--- config.mk ---
export PLATFORM = sky130hd
export DESIGN_NAME = vcl_bank
export DESIGN_NICKNAME = d
export VERILOG_FILES = /design/src/vcl_pkg.sv /design/src/vcl_bank.sv
export VERILOG_INCLUDE_DIRS = /design/src
export SDC_FILE = /design/constraint.sdc
export NUM_CORES = 1
export LEC_CHECK = 0
export ABC_AREA = 0
export BUFFER_PORTS_ARGS = -buffer_cell sky130_fd_sc_hd__buf_2
export CAP_MARGIN = 10
export CORE_MARGIN = 4
export CORE_UTILIZATION = 35
export CTS_BUF_LIST = sky130_fd_sc_hd__clkbuf_2
export DETAILED_ROUTE_END_ITERATION = 6
export PLACE_DENSITY = 0.73
export SLEW_MARGIN = 10
export SYNTH_ARGS = -nofsm -noshare
export SYNTH_HDL_FRONTEND = slang
export SYNTH_SLANG_ARGS = --single-unit
--- constraint.sdc ---
create_clock -name clk -period 5.9 [get_ports clk]
set_clock_uncertainty 0.15 [all_clocks]
set_input_delay 0.59 -clock clk [delete_from_list [all_inputs] [get_ports clk]]
set_output_delay 0.59 -clock clk [all_outputs]
set_load 0.02 [all_outputs]
--- src/vcl_map.svh ---
// Constants for the volatile configuration / lock register bank.
// Assumes command opcodes arrive already decoded from the serial link.
`ifndef VCL_MAP_SVH
`define VCL_MAP_SVH
`define VCL_CMD_READ_CFG 8'h35
`define VCL_CMD_WRITE_REGS 8'h01
`define VCL_CMD_READ_ANY 8'h65
`define VCL_CMD_WRITE_ANY 8'h71
`define VCL_CMD_OTP_PROG 8'h42
`define VCL_AR_STATUS1_NV 24'h000000
`define VCL_AR_CONFIG1_NV 24'h000002
`define VCL_AR_STATUS1_V 24'h800000
`define VCL_AR_CONFIG1_V 24'h800002
`define VCL_OTP_FIRST 24'h000000
`define VCL_OTP_LAST 24'h0003FF
`define VCL_BIT_ORIGIN 5
`define VCL_BIT_SELECT 3
`define VCL_BIT_PARAM 2
`define VCL_BIT_QUAD 1
`define VCL_BIT_LOCK 0
`define VCL_BIT_SRWD 7
`define VCL_BP_HI 4
`define VCL_BP_LO 2
`define VCL_OTP_MASK 8'h2C
`define VCL_CFG1_RST 8'h00
`define VCL_STAT1_RST 8'h00
`endif

--- src/vcl_pkg.sv ---
// Types shared by the configuration lock register bank.
// Assumes the link front end fills a command request per finished command.
package vcl_pkg;
  typedef struct packed {
    logic valid;
    logic [7:0] code;
    logic [23:0] addr;
    logic [7:0] data0;
    logic [7:0] data1;
    logic two_bytes;
  } vcl_cmd_t;
  typedef struct packed {
    logic valid;
    logic [7:0] data;
  } vcl_rsp_t;
  typedef struct packed {
    logic srwd;
    logic [2:0] bp;
  } vcl_stat_t;
endpackage
--- src/vcl_bank.sv ---
// Volatile configuration register 1 with lock, quad width control and mirrors.
// Assumes one clock, commands as one-cycle requests, and an outside array
// that stores the non-volatile images this block exports.
`timescale 1ns/1ps
`default_nettype none
`include "vcl_map.svh"

module vcl_bank (
  input wire logic clk,
  input wire logic rstn,
  input wire vcl_pkg::vcl_cmd_t cmd,
  input wire logic soft_reset,
  input wire logic [7:0] nv_config1_in,
  input wire vcl_pkg::vcl_stat_t nv_status1_in,
  input wire logic quad_instruction_mode,
  input wire logic cs_n,
  input wire logic wp_pin,
  input wire logic lane3_or_hw_reset_pin,
  output vcl_pkg::vcl_rsp_t rsp,
  output logic [7:0] config1_volatile,
  output logic [7:0] config1_nonvolatile,
  output vcl_pkg::vcl_stat_t status1_nonvolatile,
  output logic [2:0] status1_volatile_bp,
  output logic wp_internal,
  output logic lane2_is_data,
  output logic lane3_is_data,
  output logic otp_prog_go,
  output logic program_error
);
  import vcl_pkg::*;

  localparam logic [7:0] stat1_rst_val = `VCL_STAT1_RST;

  // Registered state
  logic loaded_ff;
  logic lock_ff;
  logic quad_ff;
  logic [7:0] cfg1_nv_ff;
  vcl_stat_t stat1_nv_ff;
  logic [2:0] bp_v_ff;
  logic [2:0] mirror_ff;
  vcl_rsp_t rsp_ff;
  logic wp_int_ff;
  logic lane2_ff;
  logic lane3_ff;
  logic otp_go_ff;
  logic p_err_ff;

  // Command decode
  logic hw_reset;
  logic wr_regs;
  logic wr_any;
  logic wr_cfg_v;
  logic wr_cfg_nv;
  logic wr_stat_v;
  logic wr_stat_nv;
  logic [7:0] cfg_byte;
  logic [7:0] stat_byte;
  logic nxt_quad_req;
  logic quad_clear_blocked;
  logic in_otp;
  logic otp_req;
  logic rd_hit;
  logic [7:0] rd_data;

  // Lane 3 acts as active-low hardware reset while deselected in quad width
  assign hw_reset = quad_ff & cs_n & ~lane3_or_hw_reset_pin;

  assign wr_regs = cmd.valid & (cmd.code == `VCL_CMD_WRITE_REGS);
  assign wr_any = cmd.valid & (cmd.code == `VCL_CMD_WRITE_ANY);

  // Write decode: which images a command touches
  always_comb begin
    wr_cfg_v = 1'b0;
    wr_cfg_nv = 1'b0;
    wr_stat_v = 1'b0;
    wr_stat_nv = 1'b0;
    if (wr_regs) begin
      wr_cfg_v = cmd.two_bytes;
      wr_cfg_nv = cmd.two_bytes;
      wr_stat_v = 1'b1;
      // With protect select set, only the volatile protect bits are written
      wr_stat_nv = ~cfg1_nv_ff[`VCL_BIT_SELECT];
    end else if (wr_any && cmd.addr == `VCL_AR_CONFIG1_V) begin
      wr_cfg_v = 1'b1;
    end else if (wr_any && cmd.addr == `VCL_AR_CONFIG1_NV) begin
      wr_cfg_nv = 1'b1;
    end else if (wr_any && cmd.addr == `VCL_AR_STATUS1_V) begin
      wr_stat_v = 1'b1;
    end else if (wr_any && cmd.addr == `VCL_AR_STATUS1_NV) begin
      wr_stat_nv = 1'b1;
    end
  end

  assign cfg_byte = wr_regs ? cmd.data1 : cmd.data0;
  assign stat_byte = cmd.data0;
  assign nxt_quad_req = cfg_byte[`VCL_BIT_QUAD];
  assign quad_clear_blocked = quad_instruction_mode & ~nxt_quad_req;
  assign in_otp = (cmd.addr >= `VCL_OTP_FIRST) && (cmd.addr <= `VCL_OTP_LAST);
  assign otp_req = cmd.valid & (cmd.code == `VCL_CMD_OTP_PROG) & in_otp;

  // Power-on image load happens once, on the first edge after release
  always_ff @(posedge clk or negedge rstn) begin
    if (!rstn) begin
      loaded_ff <= 1'b0;
    end else begin
      loaded_ff <= 1'b1;
    end
  end

  // Lock bit: set by writes, cleared only by power-on or hardware reset
  // A write of 0 to the lock is not a clear, so only the set is decoded
  always_ff @(posedge clk or negedge rstn) begin
    if (!rstn) begin
      lock_ff <= 1'b0;
    end else if (!loaded_ff) begin
      lock_ff <= nv_config1_in[`VCL_BIT_LOCK];
    end else if (hw_reset) begin
      lock_ff <= cfg1_nv_ff[`VCL_BIT_LOCK];
    end else if (wr_cfg_v && cfg_byte[`VCL_BIT_LOCK]) begin
      lock_ff <= 1'b1;
    end
  end

  // Quad width bit; soft reset reloads it but leaves the lock alone
  // Quad-instruction mode blocks a clear of either quad copy
  always_ff @(posedge clk or negedge rstn) begin
    if (!rstn) begin
      quad_ff <= 1'b0;
    end else if (!loaded_ff) begin
      quad_ff <= nv_config1_in[`VCL_BIT_QUAD];
    end else if (hw_reset || soft_reset) begin
      quad_ff <= cfg1_nv_ff[`VCL_BIT_QUAD];
    end else if ((wr_cfg_v || wr_cfg_nv) && !quad_clear_blocked) begin
      quad_ff <= nxt_quad_req;
    end
  end

  // Non-volatile config image: one-time bits only go 0 to 1, and not when locked
  // The lock-default bit is never written by commands
  always_ff @(posedge clk or negedge rstn) begin
    if (!rstn) begin
      cfg1_nv_ff <= `VCL_CFG1_RST;
    end else if (!loaded_ff) begin
      cfg1_nv_ff <= nv_config1_in & (`VCL_OTP_MASK | 8'h03);
    end else if (wr_cfg_nv) begin
      if (!lock_ff) begin
        cfg1_nv_ff <= cfg1_nv_ff | (cfg_byte & `VCL_OTP_MASK);
      end
      if (!quad_clear_blocked) begin
        cfg1_nv_ff[`VCL_BIT_QUAD] <= nxt_quad_req;
      end
    end
  end

  // Non-volatile status image: block-protect frozen by the lock, write-disable not
  always_ff @(posedge clk or negedge rstn) begin
    if (!rstn) begin
      stat1_nv_ff <= '{srwd: stat1_rst_val[`VCL_BIT_SRWD],
                       bp: stat1_rst_val[`VCL_BP_HI:`VCL_BP_LO]};
    end else if (!loaded_ff) begin
      stat1_nv_ff <= nv_status1_in;
    end else if (wr_stat_nv) begin
      stat1_nv_ff.srwd <= stat_byte[`VCL_BIT_SRWD];
      if (!lock_ff) begin
        stat1_nv_ff.bp <= stat_byte[`VCL_BP_HI:`VCL_BP_LO];
      end
    end
  end

  // Volatile block-protect bits follow the image at reset, writes when unlocked
  always_ff @(posedge clk or negedge rstn) begin
    if (!rstn) begin
      bp_v_ff <= stat1_rst_val[`VCL_BP_HI:`VCL_BP_LO];
    end else if (!loaded_ff) begin
      bp_v_ff <= nv_status1_in.bp;
    end else if (hw_reset || soft_reset) begin
      bp_v_ff <= stat1_nv_ff.bp;
    end else if (wr_stat_v && !lock_ff) begin
      bp_v_ff <= stat_byte[`VCL_BP_HI:`VCL_BP_LO];
    end
  end

  // Read-only shadows track the one-time bits every cycle
  // Mirrors lag the image by one cycle
  always_ff @(posedge clk or negedge rstn) begin
    if (!rstn) begin
      mirror_ff <= 3'h0;
    end else begin
      mirror_ff <= {cfg1_nv_ff[`VCL_BIT_ORIGIN], cfg1_nv_ff[`VCL_BIT_SELECT],
                    cfg1_nv_ff[`VCL_BIT_PARAM]};
    end
  end

  // Read data select for read-config and read-any
  always_comb begin
    rd_hit = 1'b0;
    rd_data = 8'h00;
    if (cmd.valid && cmd.code == `VCL_CMD_READ_CFG) begin
      rd_hit = 1'b1;
      rd_data = config1_volatile;
    end else if (cmd.valid && cmd.code == `VCL_CMD_READ_ANY) begin
      rd_hit = 1'b1;
      if (cmd.addr == `VCL_AR_CONFIG1_V) begin
        rd_data = config1_volatile;
      end else if (cmd.addr == `VCL_AR_CONFIG1_NV) begin
        rd_data = cfg1_nv_ff;
      end else if (cmd.addr == `VCL_AR_STATUS1_NV) begin
        rd_data = {stat1_nv_ff.srwd, 2'h0, stat1_nv_ff.bp, 2'h0};
      end else if (cmd.addr == `VCL_AR_STATUS1_V) begin
        rd_data = {stat1_nv_ff.srwd, 2'h0, bp_v_ff, 2'h0};
      end
    end
  end

  // Register reads answer one cycle after the command
  always_ff @(posedge clk or negedge rstn) begin
    if (!rstn) begin
      rsp_ff <= '0;
    end else begin
      rsp_ff.valid <= rd_hit;
      rsp_ff.data <= rd_data;
    end
  end

  // Quad width: write-protect ignored and seen as inactive high
  always_ff @(posedge clk or negedge rstn) begin
    if (!rstn) begin
      wp_int_ff <= 1'b1;
    end else begin
      wp_int_ff <= quad_ff ? 1'b1 : wp_pin;
    end
  end

  // Lane 2 carries data whenever quad width is on
  always_ff @(posedge clk or negedge rstn) begin
    if (!rstn) begin
      lane2_ff <= 1'b0;
    end else begin
      lane2_ff <= quad_ff;
    end
  end

  // Lane 3 is data only while selected; deselected in quad width it is the reset input
  always_ff @(posedge clk or negedge rstn) begin
    if (!rstn) begin
      lane3_ff <= 1'b0;
    end else begin
      lane3_ff <= quad_ff & ~cs_n;
    end
  end

  // One-time area program starts only while unlocked
  always_ff @(posedge clk or negedge rstn) begin
    if (!rstn) begin
      otp_go_ff <= 1'b0;
    end else begin
      otp_go_ff <= otp_req & ~lock_ff & loaded_ff & ~hw_reset;
    end
  end

  // Program error is sticky; a refused program wins over a hardware reset
  always_ff @(posedge clk or negedge rstn) begin
    if (!rstn) begin
      p_err_ff <= 1'b0;
    end else if (otp_req && lock_ff) begin
      p_err_ff <= 1'b1;
    end else if (!loaded_ff || hw_reset) begin
      p_err_ff <= 1'b0;
    end
  end

  // Reserved bits 7, 6 and 4 read as zero
  assign config1_volatile = {2'h0, mirror_ff[2], 1'b0,
                             mirror_ff[1:0], quad_ff, lock_ff};
  assign config1_nonvolatile = cfg1_nv_ff;
  assign status1_nonvolatile = stat1_nv_ff;
  assign status1_volatile_bp = bp_v_ff;
  assign rsp = rsp_ff;
  assign wp_internal = wp_int_ff;
  assign lane2_is_data = lane2_ff;
  assign lane3_is_data = lane3_ff;
  assign otp_prog_go = otp_go_ff;
  assign program_error = p_err_ff;

endmodule
`default_nettype wire

Yosys cells after proc, flatten, opt, wreduce, memory -nomap -nowiden. Cells that the tools add are included. W data, S select, Z words.

Logic and storage cells: 115. ROM bits: 0. Register bits after elaboration: 35. RAM bits: 0. Memories kept: 0. Input bits: 69. Latch bits: 0. Output and inout port bits: 37.

Div/mod/pow operators: 0. Bitwise gates (word level): 18. Multiplexer cells: 42. Add/subtract/negate cells: 0. $mul: 0. Reduce and logical (&&, ||, !) cells: 22. Equality and inequality tests: 15. Order comparisons: 2. Shift operators: 0.

Operators by type and width (count): $mux W8 (9); $eq A24 B24 Y1 const B (2); $mux W1 (26); $eq A24 B2 Y1 const B (1); $eq A8 B7 Y1 const B (3); $ge A24 B1 Y1 const B (1); $le A24 B10 Y1 const B (1); $logic_not A24 Y1 (1); $mux W3 (4); $and A1 B1 Y1 (11); $logic_and A1 B1 Y1 (11); $ne A3 B1 Y1 const B (3); $eq A8 B1 Y1 const B (1); $eq A8 B6 Y1 const B (1); $mux W4 (2); $or A8 B6 Y8 (1); $mux W6 (1); $not A1 Y1 (6); $reduce_and A2 Y1 (3); $ne A2 B1 Y1 const B (2); $logic_not A1 Y1 (3); $logic_or A1 B1 Y1 (3); $ne A3 B3 Y1 const B (1); $ne A2 B2 Y1 const B (1); $reduce_bool A2 Y1 (1).

Logic depth before layout (Yosys ltp). Gate-level depths: netlist of the first run.

Depth after elaboration: 11. Depth in mapped cells: 6. Gate-level depth less buffers: 5.

Least setup slack after synthesis of the first run. OpenSTA, ideal clock, no wires.

Path type: input port to flip-flop. From: in cmd[24] (netlist bit). To: reg rsp_ff, in the netlist rsp[0]. Cell stages on the path: 5. Slack: 3255 ps. Required time: 5673 ps. Data arrival time: 2418 ps. Library setup time: 77 ps. Cell sequence: or4_4 -> or4_4 -> buf_6 -> or4_1 -> a21oi_1.

Cells in the longest elaborated chain, start to end: 6. Elaborated cells between the ends (all ways): 8. Those cells by class: eq/ne: 2; mux: 5; reduce/logical: 1.

RTL lines: start, declared (RTL line vcl_bank.sv:11) `input wire vcl_pkg::vcl_cmd_t cmd,`; $logic_not A24 Y1 (no source line); $mux W8 (RTL line vcl_bank.sv:208) `` end else if (cmd.addr == `VCL_AR_STATUS1_NV) begin ``; $mux W8 (RTL line vcl_bank.sv:206) `` end else if (cmd.addr == `VCL_AR_CONFIG1_NV) begin ``; $mux W8 * (RTL line vcl_bank.sv:204) `` if (cmd.addr == `VCL_AR_CONFIG1_V) begin ``; $mux W8 * (RTL line vcl_bank.sv:202) `` end else if (cmd.valid && cmd.code == `VCL_CMD_READ_ANY) begin ``; $mux W8 * (RTL line vcl_bank.sv:199) `` if (cmd.valid && cmd.code == `VCL_CMD_READ_CFG) begin ``; net rd_data[0] (RTL line vcl_bank.sv:64) `logic [7:0] rd_data;`; end, declared (RTL line vcl_bank.sv:42) `vcl_rsp_t rsp_ff;`.

Mark *: on every way through the listed nets, which the timed path passes. The rest lies on a longest branch. A chain may end at the register's enable or synchronous reset.

Worst setup path after layout of the first run.
From: reg loaded_ff. To: reg bp_v_ff[1], in the netlist status1_volatile_bp[1].

Cells in the longest elaborated chain, start to end: 1. Elaborated cells between the ends (all ways): 2. Those cells by class: eq/ne: 1; mux: 1.

RTL lines: start, declared (RTL line vcl_bank.sv:35) `logic loaded_ff;`; start signal, assigned (RTL line vcl_bank.sv:105) `loaded_ff <= 1'b0;`; start signal, assigned (RTL line vcl_bank.sv:107) `loaded_ff <= 1'b1;`; $ne A3 B1 Y1 (no source line) / $mux W3 (equally long branches); end signal, assigned (RTL line vcl_bank.sv:174) `` bp_v_ff <= stat1_rst_val[`VCL_BP_HI:`VCL_BP_LO]; ``; end signal, assigned (RTL line vcl_bank.sv:176) `bp_v_ff <= nv_status1_in.bp;`; end signal, assigned (RTL line vcl_bank.sv:178) `bp_v_ff <= stat1_nv_ff.bp;`; end, declared (RTL line vcl_bank.sv:40) `logic [2:0] bp_v_ff;`.

Several ways; a longest one is shown, not always the timed one.

==> metrics.md, run 1 <==
| Metric | Value |
|---|---|
| Outcome | finished clean |
| Worst Setup End Kind | flop |
| Crit path kind | reg2reg |
| Total GRT Usage | 0.174 |
| Crit path arrival time | 2.91 ns |
| Crit-path cells | inv_1 -> nor3b_1 -> o21ai_0 -> mux2_2 |
| Detailed-route wire length per cell | ~15 microns |
| Post_cts resized | 0 |
| Post-synthesis mux area share | 0.0872 |
| # DRC | 0 |
| DR vias | 1768 |
| Crit-path max FO | 24 |
| Synthesis-to-layout area growth | 28.8% |
| Simple-gate area share of the yosys netlist | 0.242 |
| Adder-cell share of the synthesized area | 0 |
| Synth top area share | 0.429 |
| Synth warn | 0 |
| Die area | 6380 sq um |
| Initial core utilization | 0.373 |
| Most frequent cell after synthesis | dfrtp_1 |
| Async S/R FF share, synth | 1.00 |
| #FFs+latches synth | 32 |
| Final worst path period need | 2.80 ns |
| Clk slew on worst S/H paths | 0.15 ns |
| Fill cells | 485 |
| Ranking of synthesized cells by area | dfrtp_1, mux2i_1, mux2_2 |
| Post-DRT Antenna Nets | 0 |
| Static leakage power | 1.14 nW |
| DRT iter0 DRCs | 119 |
| Clk root buf | clkbuf_2 |
| I/O Buffers | 92 |
| Number of synthesized flops with an enable pin | 0 |
| Peak supply drop | 69.6 uV |
| Max Buffers Root-to-Sink | 2 |
| Worst Setup Start Kind | flop |
| Diode count | 0 |
| Core area | 4850 sq um |
| CTS tree | done |
| Pre-antenna DRT Iters | 4 |
| Fin. max-slew vios | 0 |
| Vias per inst | about 5.1 |
| Die Height | 79.9 microns |
| MaxCap Viol Count | 0 |
| Gpl congestion | 0.811 |
| Largest stage delay, worst path | 0.87 ns |
| Yosys cell types | 42 |
| GR Overflow Total | 0 |
| Nets | 348 |
| Post-DP HPWL | 4190 microns |
| Syn Inst Count | 187 |
| Num rows | 25 |
| I/O pin count | 106 |
| Synth Area in Compound Gates | 0.157 |
| Setup bufs post-CTS | 0 |
| Top FF cell, synth | dfrtp_1 |
| Avg Synthesized Cell Area | 9.67 sq um |
| Initial antenna violation count | 0 |
| Clk_lat worst skew | 0.35 ns |
| Mapped Area | roughly 1800 sq um |
| # hold bufs at CTS | 0 |
| # H-tree levels | 2 |
| Slew headroom | 0.469 |
| Register area share after synthesis | 0.444 |
| Worst Hold Class | in2async |
| Area leader, netlist | dfrtp_1 |
| Vias in the first global route | 1764 |
| XOR/XNOR Fraction of Synth Area | 0 |
| Final number of hold-violating endpoints | 0 |
| Tot Pwr | between 0.4 and 0.5 mW |
| DIE WIDTH | 79.9 microns |
| Routed Wire Length | 5130 microns |
| Worst path required time | between 6 and 7 ns |
| Largest net degree at the start of global routing | 33 |
| Max Clk Rate | roughly 0.36 GHz |
| CP max-delay cell | dfrtp_1 |
| Pwr Density | around 200 nW/um^2 |
| Top cells by count, synth | dfrtp_1, nand2_1, o21ai_0, a21oi_1, nor2_1 |
| CTS buffer count | 5 |
| First-pass GRT wire length | 8630 microns |
| Largest family of logic cells by synthesized area | simple AND/OR/NAND/NOR gates |
| Final Cycle Share | 0.475 |
| Num Clock Sinks | 32 |
| Final setup TNS | 0 ns |
| Final setup fails | 0 |
| Worst-Margin Slew | 0.794 ns |
| Share of layout cells above drive strength 1 | 0.407 |
| Unrepaired setup endpoints after global routing | false |
[area by class of cell]
class	instances	area (sq um)	area share
clock buffer	8	40.0	0.0172
inverter	9	33.8	0.0145
multi-input combinational	139	908	0.390
sequential	32	802	0.344
tap	67	83.8	0.0360
timing repair buffer	92	460	0.198
[worst max-delay path: cells and delay by family (launching register included)]
kind / cells / cell delay (ns)
buffers and inverters: 1 / 0.24
DFF: 1 / 0.87
AOI/OAI and AO/OA: 1 / 0.38
muxes: 1 / 0.36
and+or+nand+nor: 1 / 0.72
[registers in the layout, indices dropped and copies added, names as in the netlist]
name                 flops
config1_nonvolatile      5
lane2_is_data            1
lane3_is_data            1
loaded_ff                1
lock_ff                  1
mirror_ff                3
otp_prog_go              1
program_error            1
quad_ff                  1
rsp                      9
status1_nonvolatile      4
status1_volatile_bp      3
wp_internal              1
[placed cells by master (no fill, tap or decap), drive strengths merged]
master and count:
a41oi 1, a21oi 12, nor2b 2, mux2 6, nor4 3, a21o 2
o21ai 12, a32o 2, nor2 11, mux2i 9, nand3b 3, or4b 1
dfstp 1, dfrtp 31, nor3 6, nor3b 3, a32oi 2, and3 3
nand4b 2, nor4bb 1, o2bb2ai 3, o22ai 2, and4b 1, buf 92
nand3 5, conb 8, or3b 1, inv 9, nand4 1, nand2b 2
or3 4, or4 9, or2 2, clkbuf 8, and3b 1, o31ai 2
a31oi 5, nand2 12
[power by group]
group	total, mW	internal [mW]	switching, mW
logic	0.108	0.0442	0.0638
clock network	0.103	0.0350	0.0682
registers	0.252	0.236	0.0166
[cells by family after synthesis]
group | Yosys count
AOI/OAI and AO/OA | 43
buffers and inverters | 22
DFF | 32
muxes | 15
other | 2
and+or+nand+nor | 73
[final timing paths]
check                                  startpoint  cells after the start                     end  slack, ns
setup / recovery                        loaded_ff                      4  status1_volatile_bp[1]       3.10
min in group clk                             cs_n                      2           lane3_is_data       0.23
max in group asynchronous                    rstn                      1                 quad_ff       5.01
hold / removal                               rstn                      1               loaded_ff       0.12
hold reg to reg            config1_nonvolatile[5]                      0            mirror_ff[2]       0.30
setup reg to reg                        loaded_ff                      4  status1_volatile_bp[1]       3.10
[metrics by stage]
stage	util	setup slack, ns	hold WS [ns]	cell area, sq um	instances
6_report	0.480	3.10	0.118	2330	347
5_1_grt	0.480	2.91	0.118	2330	347
4_1_cts	0.480	3.06	0.114	2330	347
3_5_place_dp	0.472	2.75	0.264	2290	339
3_3_place_gp	0.472	2.79	0.259	2290	339
2_1_floorplan	-	3.25	0.144	1830	193
[metal layers]
metal  vias to the layer above  wire length (microns)  GRT usage
li1                        865                      -          -
met1                       831                   2280      0.236
met2                        67                   2370      0.275
met3                         5                    433     0.0508
met4                         0                     46     0.0405
met5                         -                      0          0
Note: power is estimated with default switching activity, not from simulation.
==> run 2, diff against run 1 <==
Clock period 5.9 ns to 2.9 ns, I/O delays scaled along.
==> run 2 against run 1 <==
  * Critical path depth is 3 higher
  * Clock power up 110%
  * Power increased by 110%
  * Worst hold slack got worse by 0.082 ns
  * Critical endpoint unchanged
  * Cell area up 4.8%
  * Clock-buffer cell count decreased by 1
  * Highest routed layer unchanged
  * Via count grew 3.0%
  * Largest cell class unchanged
  * Worst setup slack lost 2.4 ns
==> metrics.md, run 2 (synthesis gave the netlist of run 1 again) <==
| Metric | Value |
|---|---|
| Core area | 4850 sq um (unchanged) |
| # H-tree levels | 2 (unchanged) |
| Total GRT Usage | 0.172 (was 0.174) |
| Gpl congestion | 0.832 (was 0.811) |
| Crit path kind | in2reg (was reg2reg) |
| DR vias | 1821 (was 1768) |
| # DRC | 0 (unchanged) |
| Post-route cell area | 2440 sq um (was 2330 sq um) |
| Max FFs per register | 9 (unchanged) |
| Met3 usage | 0.0542 (was 0.0508) |
| CP delay by family, top | simple AND/OR/NAND/NOR gates (was flip-flops) |
| Crit path arrival time | 2.31 ns (was 2.91 ns) |
| Routed Wire Length | 5340 microns (was 5130 microns) |
| Crit-path cells | buf_2 -> or4_4 -> nor4_1 -> buf_4 -> a41oi_1 -> o21ai_0 -> mux2_2 (was inv_1 -> nor3b_1 -> o21ai_0 -> mux2_2) |
| Fill cells | 485 (unchanged) |
| Synthesis-to-layout area growth | 34.9% (was 28.8%) |
| Tot Pwr | 0.957 mW (was 0.464 mW) |
| Post_cts resized | 0 (unchanged) |
| Final setup TNS | 0 ns (unchanged) |
| Largest net degree at the start of global routing | 33 (unchanged) |
| Hold_ws | 0.0360 ns (was 0.118 ns) |
| Detailed-route wire length per cell | 14.9 microns (was 14.8 microns) |
| CTS tree | done (unchanged) |
| Setup bufs post-CTS | 0 (unchanged) |
| Slew headroom | 0.516 (was 0.469) |
| Clk root buf | clkbuf_2 (unchanged) |
| Worst Setup Start Kind | input port (was flop) |
| Max Clk Rate | 0.457 GHz |
| CP Buf/Inv Count | 2 (was 1) |
| Clk_lat worst skew | 0.36 ns (was 0.35 ns) |
| Post-DRT Antenna Nets | 0 (unchanged) |
| Outcome | finished clean (unchanged) |
| Clk slew on worst S/H paths | 0.16 ns (was 0.15 ns) |
| Placed instance area | 2310 sq um (was 2290 sq um) |
| Largest stage delay, worst path | 0.54 ns (was 0.87 ns) |
| Die Height | 79.9 microns (unchanged) |
| Reg area | 802 sq um (unchanged) |
| Worst path required time | 3.02 ns (was 6.01 ns) |
| First-pass GRT wire length | 8500 microns (was 8630 microns) |
| Crit-path max FO | 4 (was 24) |
| Final worst path period need | 2.19 ns |
| Initial antenna violation count | 0 (unchanged) |
| MaxCap Viol Count | 0 (unchanged) |
| Unrepaired setup endpoints after global routing | false (unchanged) |
| Final number of hold-violating endpoints | 0 (unchanged) |
| CTS buffer count | 5 (unchanged) |
| Post-DP HPWL | 4160 microns (was 4190 microns) |
| Pre-antenna DRT Iters | 4 (unchanged) |
| GRT met2 Usage | 0.276 (was 0.275) |
| Final setup fails | 0 (unchanged) |
| Vias per inst | 5.07 (was 5.10) |
| Met1 usage in global routing | 0.214 (was 0.236) |
| Initial core utilization | 0.373 (unchanged) |
| DIE WIDTH | 79.9 microns (unchanged) |
| Die area | 6380 sq um (unchanged) |
| I/O Buffers | 92 (unchanged) |
| Most used routing layer | met2 (unchanged) |
| Final Cycle Share | 0.755 |
| Diode count | 0 (unchanged) |
| Worst Hold Class | in2reg (was in2async) |
| Most common cell after layout, fill and taps aside | buf_2 (unchanged) |
| Peak supply drop | 173 uV (was 69.6 uV) |
| Multi-input gate area | 908 sq um (unchanged) |
| Max Buffers Root-to-Sink | 2 (unchanged) |
| CP max-delay cell | or4_4 (was dfrtp_1) |
| Nets | 360 (was 348) |
| Num Clock Sinks | 32 (unchanged) |
| I/O pin count | 106 (unchanged) |
| Vias in the first global route | 1765 (was 1764) |
| Worst-Margin Slew | 0.726 ns (was 0.794 ns) |
| Static leakage power | 1.19 nW (was 1.14 nW) |
| GR Overflow Total | 0 (unchanged) |
| DRT iter0 DRCs | 164 (was 119) |
| Worst Setup End Kind | flop (unchanged) |
| Num rows | 25 (unchanged) |
| Pwr Density | 392 nW/um^2 (was 199 nW/um^2) |
| Fin. max-slew vios | 0 (unchanged) |
| Leading cell types in the layout, fill and taps excluded | buf_2, dfrtp_1, nand2_1, o21ai_0 (unchanged) |
| Share of layout cells above drive strength 1 | 0.397 (was 0.407) |
run 2: changes by cell type in the layout (fill, tap and decap cells not counted), sizes merged:
cell,change
clkinv,+1
buf,+3
clkbuf,-1
dlygate4sd3,+9
run 2: layer usage:
layer | up-vias | share of wire | wire length, microns
met5 | - | 0 | 0
met4 | 0 | 0.024 | 128
met3 | 13 | 0.11 | 561
met2 | 80 | 0.46 | 2440
met1 | 838 | 0.41 | 2210
li1 | 890 | - | -
run 2: what timing repair did:
action,4_1_cts,5_1_grt
endpoints found under the hold margin,38,1
setup endpoints to repair,0,0
hold buffers,8,1
run 2: power by group:
group / leakage [nW] / internal [mW] / switching (mW) / total, mW
combinational: 0.763 / 0.0998 / 0.137 / 0.237
clock: 0.0306 / 0.0646 / 0.147 / 0.212
sequential: 0.393 / 0.480 / 0.0293 / 0.509
total: 1.19 / 0.644 / 0.313 / 0.957
run 2: cell type report:
class / instances / share of cell area
Clock buffer: 7 / 0.0144
Clock inverter: 1 / 0.00154
Inverter: 9 / 0.0138
Multi-Input combinational cell: 139 / 0.372
Sequential cell: 32 / 0.329
Tap cell: 67 / 0.0344
Timing Repair Buffer: 104 / 0.235
run 2: worst paths after layout:
check | depth (start not counted) | end | startpoint | slack, ns
min in group asynchronous | 2 | loaded_ff | rstn | 0.35
worst max-delay path | 7 | status1_volatile_bp[1] | cmd[24] | 0.71
max in group asynchronous | 2 | otp_prog_go | rstn | 1.78
worst min register to register | 0 | mirror_ff[0] | config1_nonvolatile[2] | 0.30
worst min-delay path | 3 | config1_nonvolatile[1] | nv_config1_in[1] | 0.04
worst max register to register | 5 | status1_volatile_bp[1] | quad_ff | 1.04
run 2: worst register-to-register path: cells and delay by family, from the launching register on:
kind	cells	cell delay, ns
AOI/OAI and AO/OA	1	0.19
buffers and inverters	1	0.16
DFF	1	0.47
muxes	1	0.39
and+or+nand+nor	2	0.42
run 2: metrics by stage:
stage               cells  setup slack, ns   util
floorplan             193            0.555      -
global placement      342            0.313  0.477
detailed placement    342            0.329  0.477
CTS                   358            0.739  0.501
global route          359            0.586  0.503
finish                359            0.710  0.503
